`src/if_n_defines.svh`:
```
// Constants for the IF feedback divider word: offsets, field positions, reset value, limits.
// Operation
// - Address 010 copies word on strobe rise
// - Thirteen-bit divide value for each loop
// - Divider is swallow plus programmable counter
// - Every ratio from 56 to 8191 works
// - Swallow count accepts any value 0-7
// - Transmit sleep bit 15 stops transmit loop
// - Receive sleep bit 1 stops receive loop
// - Don't-care bits change nothing at all
`ifndef IF_N_DEFINES_SVH
`define IF_N_DEFINES_SVH

// ************************************************************
// Word layout
// ************************************************************
`define IFN_WORD_WIDTH 32
`define IFN_ADDR_WIDTH 3
`define IFN_ADDR_VALUE 3'h2
`define IFN_DATA_LSB 3
`define IFN_DONT_CARE_POS 0
`define IFN_RX_SLEEP_POS 1
`define IFN_RX_SWALLOW_POS 2
`define IFN_RX_PROGRAM_POS 5
`define IFN_TX_SLEEP_POS 15
`define IFN_TX_SWALLOW_POS 16
`define IFN_TX_PROGRAM_POS 19

// ************************************************************
// Counter widths and limits
// ************************************************************
`define IFN_SWALLOW_WIDTH 3
`define IFN_PROGRAM_WIDTH 10
`define IFN_RATIO_WIDTH 13
`define IFN_PRESCALE 8
`define IFN_PROGRAM_MIN 10'h003
`define IFN_RATIO_MIN 13'h0038
`define IFN_RATIO_MAX 13'h1fff

// ************************************************************
// Reset value: both loops asleep until the first word arrives
// ************************************************************
`define IFN_WORD_RESET 32'h0004_0010

`endif

```
`src/if_n_pkg.sv`:
```
// Types shared by the IF feedback divider block.
package if_n_pkg;
	typedef logic [12:0] n_ratio_t;
	typedef logic [2:0] swallow_t;
	typedef logic [9:0] program_t;

	typedef struct packed
	{
		logic sleep;
		swallow_t swallow_count;
		program_t program_count;
	} lane_cfg_s;

	typedef enum logic [1:0]
	{
		DIV_IDLE,
		DIV_SWALLOW,
		DIV_MAIN
	} div_state_e;
endpackage

```
`src/divider_if.sv`:
```
// Carrier between the configuration logic and one feedback divider.
interface divider_if;
	logic sleep;
	logic [2:0] swallow_count;
	logic [9:0] program_count;
	logic step;
	logic modulus_nine;
	logic n_pulse;

	modport ctrl
	(
		output sleep,
		output swallow_count,
		output program_count,
		output step,
		input modulus_nine,
		input n_pulse
	);

	modport div
	(
		input sleep,
		input swallow_count,
		input program_count,
		input step,
		output modulus_nine,
		output n_pulse
	);
endinterface

```
`src/nb_divider.sv`:
```
// One dual-modulus feedback divider: swallow counter and programmable counter.
`include "if_n_defines.svh"

module nb_divider
(
	// Clock and reset
	input wire logic clk,
	input wire logic reset,
	// Configuration and prescaler side
	divider_if.div bus
);
	import if_n_pkg::*;

	div_state_e state_q;
	div_state_e state_d;
	program_t b_q;
	program_t b_d;
	swallow_t a_q;
	swallow_t a_d;
	logic pulse_q;
	logic pulse_d;

	// ************************************************************
	// Counting
	// ************************************************************
	// A period is B prescaler cycles, the first A of them at nine
	wire logic period_end = (b_q <= 10'h001);
	wire logic swallow_end = (a_q <= 3'h1);
	wire logic start_swallow = (bus.swallow_count != 3'h0);
	wire div_state_e reload_state = start_swallow ? DIV_SWALLOW : DIV_MAIN;

	always_comb
	begin
		state_d = state_q;
		b_d = b_q;
		a_d = a_q;
		pulse_d = 1'b0;
		unique case (state_q)
			DIV_IDLE:
			begin
				b_d = bus.program_count;
				a_d = bus.swallow_count;
				if (!bus.sleep)
					state_d = reload_state;
			end
			DIV_SWALLOW, DIV_MAIN:
			begin
				if (bus.step && period_end)
				begin
					pulse_d = 1'b1;
					b_d = bus.program_count;
					a_d = bus.swallow_count;
					state_d = reload_state;
				end
				else if (bus.step)
				begin
					b_d = b_q - 10'h001;
					if (state_q == DIV_SWALLOW)
					begin
						a_d = a_q - 3'h1;
						if (swallow_end)
							state_d = DIV_MAIN;
					end
				end
			end
		endcase
		// Sleep overrides counting at once, whatever the phase
		if (bus.sleep)
		begin
			state_d = DIV_IDLE;
			pulse_d = 1'b0;
		end
	end

	always_ff @(posedge clk or posedge reset)
	begin
		if (reset)
		begin
			state_q <= DIV_IDLE;
			b_q <= 10'h000;
			a_q <= 3'h0;
			pulse_q <= 1'b0;
		end
		else
		begin
			state_q <= state_d;
			b_q <= b_d;
			a_q <= a_d;
			pulse_q <= pulse_d;
		end
	end

	assign bus.modulus_nine = (state_q == DIV_SWALLOW);
	assign bus.n_pulse = pulse_q;
endmodule

```
`src/if_n_divider_config.sv`:
```
// Serial capture of the IF feedback divider word and the two loop dividers.
`include "if_n_defines.svh"

module if_n_divider_config
(
	// Clock and reset
	input wire logic clk,
	input wire logic reset,
	// Three-wire serial link
	input wire logic serial_clock,
	input wire logic serial_data,
	input wire logic latch_strobe,
	// Prescaler outputs of the two loops
	input wire logic rx_prescaler_out,
	input wire logic tx_prescaler_out,
	// Receive loop
	output logic rx_loop_sleep,
	output logic rx_modulus_nine,
	output logic rx_n_pulse,
	output if_n_pkg::swallow_t rx_swallow_count,
	output if_n_pkg::program_t rx_program_count,
	output if_n_pkg::n_ratio_t rx_n_value,
	// Transmit loop
	output logic tx_loop_sleep,
	output logic tx_modulus_nine,
	output logic tx_n_pulse,
	output if_n_pkg::swallow_t tx_swallow_count,
	output if_n_pkg::program_t tx_program_count,
	output if_n_pkg::n_ratio_t tx_n_value,
	// Status
	output logic word_loaded
);
	import if_n_pkg::*;

	localparam int LANES = 2;

	// ************************************************************
	// Field decoding
	// ************************************************************
	// Only named fields are picked out, so don't-care bits never reach a divider
	function automatic lane_cfg_s lane_fields(input logic [31:0] word, input logic tx);
		lane_cfg_s cfg;
		int sleep_pos;
		int swallow_pos;
		int program_pos;
		sleep_pos = `IFN_DATA_LSB + (tx ? `IFN_TX_SLEEP_POS : `IFN_RX_SLEEP_POS);
		swallow_pos = `IFN_DATA_LSB + (tx ? `IFN_TX_SWALLOW_POS : `IFN_RX_SWALLOW_POS);
		program_pos = `IFN_DATA_LSB + (tx ? `IFN_TX_PROGRAM_POS : `IFN_RX_PROGRAM_POS);
		cfg.sleep = word[sleep_pos];
		cfg.swallow_count = word[swallow_pos +: `IFN_SWALLOW_WIDTH];
		cfg.program_count = word[program_pos +: `IFN_PROGRAM_WIDTH];
		return cfg;
	endfunction

	// With a prescaler of eight the ratio is B and A side by side
	function automatic n_ratio_t ratio_of(input lane_cfg_s cfg);
		return {cfg.program_count, cfg.swallow_count};
	endfunction

	// ************************************************************
	// Serial edge detection
	// ************************************************************
	logic sclk_prev_q;
	logic strobe_prev_q;

	always_ff @(posedge clk or posedge reset)
	begin
		if (reset)
		begin
			sclk_prev_q <= 1'b0;
			strobe_prev_q <= 1'b0;
		end
		else
		begin
			sclk_prev_q <= serial_clock;
			strobe_prev_q <= latch_strobe;
		end
	end

	wire logic sclk_rise = serial_clock & ~sclk_prev_q;
	wire logic strobe_rise = latch_strobe & ~strobe_prev_q;

	// ************************************************************
	// Shift register
	// ************************************************************
	// Most significant bit arrives first, so the address ends in bits 2:0
	logic [31:0] shift_q;
	logic [31:0] shift_d;

	assign shift_d = sclk_rise ? {shift_q[30:0], serial_data} : shift_q;

	always_ff @(posedge clk or posedge reset)
	begin
		if (reset)
			shift_q <= 32'h0000_0000;
		else
			shift_q <= shift_d;
	end

	// ************************************************************
	// Word capture
	// ************************************************************
	logic [31:0] word_q;
	logic [31:0] word_d;
	logic loaded_q;

	// A strobe edge sees the word as it stood before this cycle's clock edge
	wire logic addr_hit = (shift_q[`IFN_ADDR_WIDTH-1:0] == `IFN_ADDR_VALUE);
	wire logic capture = strobe_rise & addr_hit;

	assign word_d = capture ? shift_q : word_q;

	always_ff @(posedge clk or posedge reset)
	begin
		if (reset)
		begin
			word_q <= `IFN_WORD_RESET;
			loaded_q <= 1'b0;
		end
		else
		begin
			word_q <= word_d;
			loaded_q <= capture;
		end
	end

	assign word_loaded = loaded_q;

	// ************************************************************
	// Lane configuration
	// ************************************************************
	lane_cfg_s cfg [LANES];
	logic [LANES-1:0] prescaler_in;
	logic [LANES-1:0] prescaler_prev_q;

	assign prescaler_in = {tx_prescaler_out, rx_prescaler_out};

	assign cfg[0] = lane_fields(word_q, 1'b0);
	assign cfg[1] = lane_fields(word_q, 1'b1);

	always_ff @(posedge clk or posedge reset)
	begin
		if (reset)
			prescaler_prev_q <= '0;
		else
			prescaler_prev_q <= prescaler_in;
	end

	// ************************************************************
	// Dividers
	// ************************************************************
	divider_if lane_bus [LANES] ();
	logic [LANES-1:0] lane_modulus;
	logic [LANES-1:0] lane_pulse;

	genvar g;
	generate
		for (g = 0; g < LANES; g++)
		begin : gen_lane
			// Sleep goes straight from the held word, never through a counter
			assign lane_bus[g].sleep = cfg[g].sleep;
			assign lane_bus[g].swallow_count = cfg[g].swallow_count;
			// Counts below three are the host's to avoid; they are passed unchanged
			assign lane_bus[g].program_count = cfg[g].program_count;
			assign lane_bus[g].step = prescaler_in[g] & ~prescaler_prev_q[g];
			assign lane_modulus[g] = lane_bus[g].modulus_nine;
			assign lane_pulse[g] = lane_bus[g].n_pulse;

			nb_divider u_divider
			(
				.clk(clk),
				.reset(reset),
				.bus(lane_bus[g].div)
			);
		end
	endgenerate

	// ************************************************************
	// Ratio outputs
	// ************************************************************
	n_ratio_t ratio_q [LANES];

	always_ff @(posedge clk or posedge reset)
	begin
		if (reset)
		begin
			ratio_q[0] <= '0;
			ratio_q[1] <= '0;
		end
		else
		begin
			ratio_q[0] <= ratio_of(cfg[0]);
			ratio_q[1] <= ratio_of(cfg[1]);
		end
	end

	// ************************************************************
	// Output mapping
	// ************************************************************
	assign rx_loop_sleep = word_q[`IFN_DATA_LSB + `IFN_RX_SLEEP_POS];
	assign tx_loop_sleep = word_q[`IFN_DATA_LSB + `IFN_TX_SLEEP_POS];
	assign rx_modulus_nine = lane_modulus[0];
	assign tx_modulus_nine = lane_modulus[1];
	assign rx_n_pulse = lane_pulse[0];
	assign tx_n_pulse = lane_pulse[1];
	assign rx_swallow_count = cfg[0].swallow_count;
	assign tx_swallow_count = cfg[1].swallow_count;
	assign rx_program_count = cfg[0].program_count;
	assign tx_program_count = cfg[1].program_count;
	assign rx_n_value = ratio_q[0];
	assign tx_n_value = ratio_q[1];
endmodule

```
`config.mk`:
```
export PLATFORM = sky130hd
export DESIGN_NAME = if_n_divider_config
export DESIGN_NICKNAME = d
export VERILOG_FILES = /design/src/if_n_pkg.sv /design/src/divider_if.sv /design/src/nb_divider.sv /design/src/if_n_divider_config.sv
export VERILOG_INCLUDE_DIRS = /design/src
export SDC_FILE = /design/constraint.sdc
export NUM_CORES = 1
export LEC_CHECK = 0
export BUFFER_PORTS_ARGS = -buffer_cell sky130_fd_sc_hd__buf_2
export CAP_MARGIN = 5
export CORE_MARGIN = 1
export CORE_UTILIZATION = 50
export DETAILED_ROUTE_END_ITERATION = 10
export PLACE_DENSITY = 0.69
export RECOVER_POWER = 100
export SYNTH_ARGS = -nofsm -noshare
export SYNTH_HDL_FRONTEND = slang
export SYNTH_SLANG_ARGS = --single-unit
```
`constraint.sdc`:
```
create_clock -name clk -period 4.32 [get_ports clk]
set_input_delay 0.432 -clock clk [delete_from_list [all_inputs] [get_ports clk]]
set_output_delay 0.432 -clock clk [all_outputs]
set_load 0.05 [all_outputs]
```
==> results.toml <==
[min_path]
whs_path_depth = 1
whs_endpoint = "sclk_prev_q"
hold_path_startpoint = "serial_clock"
hold_class = "input pin to register"

[cells_and_area]
layout-drive-gt1-share_pct = 13.5
syn_to_final_growth_pct = 17.6
layout_common_cells = "dfrtp_1 (121), nand2_1 (98), clkbuf_1 (67)"
design_area_sq_um = 6090
final_common_cell = "dfrtp_1"
diodes = 0
fillers = 843
fin_nets = 556
fin_cells = 682
regArea_sq_um = 3080
multi_input_area_sq_um = 1910

[floorplanning]
dieArea_sq_um = 10800
die_h_um = 104
die_x_um = 104
core_sq_um = 9910
std_cell_rows = 36
ios = 66
initial_core_util_pct = 52.3

[routing]
drc = 0
drtAntennaViolNets = 0
vias = 3713
drtIter0Drc = 288
first_pass_iters = 4
wl_per_cell_um = 15.4
routed_via_density = 5.44
wl_um = 10500

[synthesis]
yosysWarnings = 0
synth.area.top_cells = "dfrtp_1 (58%), nand2_1 (7.1%), mux2_2 (6.5%), ha_1 (2.9%), a21oi_1 (1.6%)"
synth_nets = 486
synth_cell_types = 63
synth-seq-cells = 123
yosysSeqAreaShare_pct = 59.4
syn_area_per_cell_sq_um = 11.1
yosysTopAreaCell = "dfrtp_1"
syn-cell-area_sq_um = 5180
synthCells = 467
synthArstFlopShare_pct = 100
ys.flop_type = "dfrtp_1"
synth_enable_flop_cells = 0
synth_top_area_share_pct = 58.4

[place]
placed_cells = 651
place_hpwl_um = 6790
place_area_sq_um = 5620
routabilityCongestion = 0.823
io_buffers = 65

[clock_network]
insertion_delay_ns = 0.51
cts_hold_buf = 0
ctsResizeCount = 0
path_clk_slew_ns = 0.06
cts_root_buf = "clkbuf_8"
post-cts-setup-buffer-count = 0
cts_buffers = 17
cts_buffer_depth = 2
numClockSinks = 123
cts_max_level = 4
cts_tree = "built"

[critical_path]
rrSetupSlack_ns = 1.81
cp_max_fo = 29
crit_type = "register to register"
cp.arrival_ns = 2.96
worstPathRequired_ns = 4.77
reg2reg_depth = 5
cpMaxStageDelayCell = "inv_1"
rr_endpoint = "word_q[4]"
critPathLaunchType = "register"
path_common_cell = "nand2_1"
endpoint_kind = "register"
crit_chain = "nor4b_1 -> nand2_1 -> inv_1 -> nand2_1 -> nand2_1"
r2r_start = "shift_q[0]"
cpPeakStageDelay_ns = 0.93

[timing]
slew_viol_final = 95
setup_tns_ns = 0
final_hold_viol_count = 0
relSlewSlack_pct = -79.0
fmax_mhz = 398
whs_ns = 0.0385
setup_violations = 0
finalClockSkew_ns = 0.00757
fin_crit_sh_pct = 58.2
tightest_slew_ns = 2.67
finalCriticalPeriod_ns = 2.51
rsz0062_at_grt = "false"

[pwr]
p_leak_uw = 0.00294
vdd_drop_max_mv = 0.317
powerDensity_nw_per_um2 = 697

[grt]
grt_pass1_wl_um = 18000
antenna_found_initial = 0
overflow = 0
grt_use_total_pct = 21.1
grt_pass1_vias = 3697
grt_start_max_net_pins = 62

[job]
cap_viol_max_count = 2

[outcome]
violations = "capacitance limit, slew limit"
status = "finished, violations left"
[power breakdown]
group	switching, uW	total [uW]	internal [uW]
combinational	804	1210	411
sequential	230	1640	1410
clock	479	1400	917
total	1510	4250	2730
[synthesized netlist by cell type (all sizes together) (2+ instances only)]
| library cell | number |
|---|---|
| dfrtp | 121 |
| nand2 | 98 |
| mux2 | 32 |
| nor2 | 23 |
| inv | 21 |
| o21ai | 19 |
| a21oi | 17 |
| nand3 | 17 |
| ha | 12 |
| clkbuf | 10 |
| buf | 9 |
| nor3 | 8 |
| nand4 | 6 |
| nand2b | 5 |
| nor4 | 5 |
| nor2b | 4 |
| o21a | 4 |
| o22a | 4 |
| a2bb2oi | 3 |
| a41oi | 3 |
| and3 | 3 |
| nor3b | 3 |
| nor4b | 3 |
| o31ai | 3 |
| a211oi | 2 |
| a22o | 2 |
| a311oi | 2 |
| a31oi | 2 |
| dfstp | 2 |
| o2111ai | 2 |
| o311ai | 2 |
| or2 | 2 |
| or4 | 2 |
[area by class of cell]
class                   instances  area share (%)
clock buffers                  23            7.66
clock inverters                 8            1.93
inverters                      21            1.31
multi-input cells             304            31.3
flip-flops and latches        123            50.5
well taps                     133            2.73
repair buffers                 70            4.56
[critical path: cells and delay by family, from the launching register on]
| kind | cells | cell delay, ns |
|---|---|---|
| buffers and inverters | 1 | 0.93 |
| flip-flops | 1 | 0.38 |
| AND/OR/NAND/NOR | 4 | 1.14 |
[logic make-up (layout without fill, tap and decap cells)]
group / count (synthesis) / after routing / synth area share (%)
muxes: 33 / 33 / 7.14
and+or+nand+nor: 184 / 184 / 17.0
adders and majority gates: 12 / 12 / 2.90
DFF: 123 / 123 / 59.4
AOI/OAI and AO/OA: 75 / 75 / 10.2
buffers and inverters: 40 / 122 / 3.33
[registers in the layout, indices dropped and copies added (netlist names)]
signal                          cells
prescaler_prev_q                    2
word_q                             28
sclk_prev_q                         1
gen_lane.u_divider.bus.n_pulse      2
gen_lane.u_divider.state_q          4
shift_q                            32
tx_n_value                         13
gen_lane.u_divider.a_q              6
rx_n_value                         13
gen_lane.u_divider.b_q             20
word_loaded                         1
strobe_prev_q                       1
[worst max path at each step]
| stage | to | cells after the start | slack [ns] | start |
|---|---|---|---|---|
| final | word_q[4] | 5 | 1.81 | shift_q[0] |
| after global routing | word_q[4] | 5 | 1.40 | shift_q[0] |
| after CTS | word_q[4] | 5 | 1.76 | shift_q[0] |
| after detailed placement | word_q[4] | 5 | 1.77 | shift_q[0] |
| after global placement | word_q[24] | 5 | 1.83 | shift_q[0] |
| after floorplan | gen_lane[0].u_divider.a_q[0] | 1 | 0.62 | reset |
[metal layers]
metal	vias to the layer above	GRT usage, %	routed length, um
met4	0	7.45	151
li1	1764	-	-
met1	1843	28.8	4950
met3	14	6.29	522
met2	92	32.1	4870
met5	-	0	0
[through the flow]
step | power (uW) | utilization (%) | setup slack [ns]
3_5_place_dp | 2900 | 56.7 | 1.77
6_report | 4250 | 61.5 | 1.81
2_1_floorplan | 2620 | - | 0.620
5_1_grt | 4480 | 61.5 | 1.40
3_3_place_gp | 2850 | 56.7 | 1.83
4_1_cts | 4310 | 62.6 | 1.76
(Power assumes the default switching activity.)
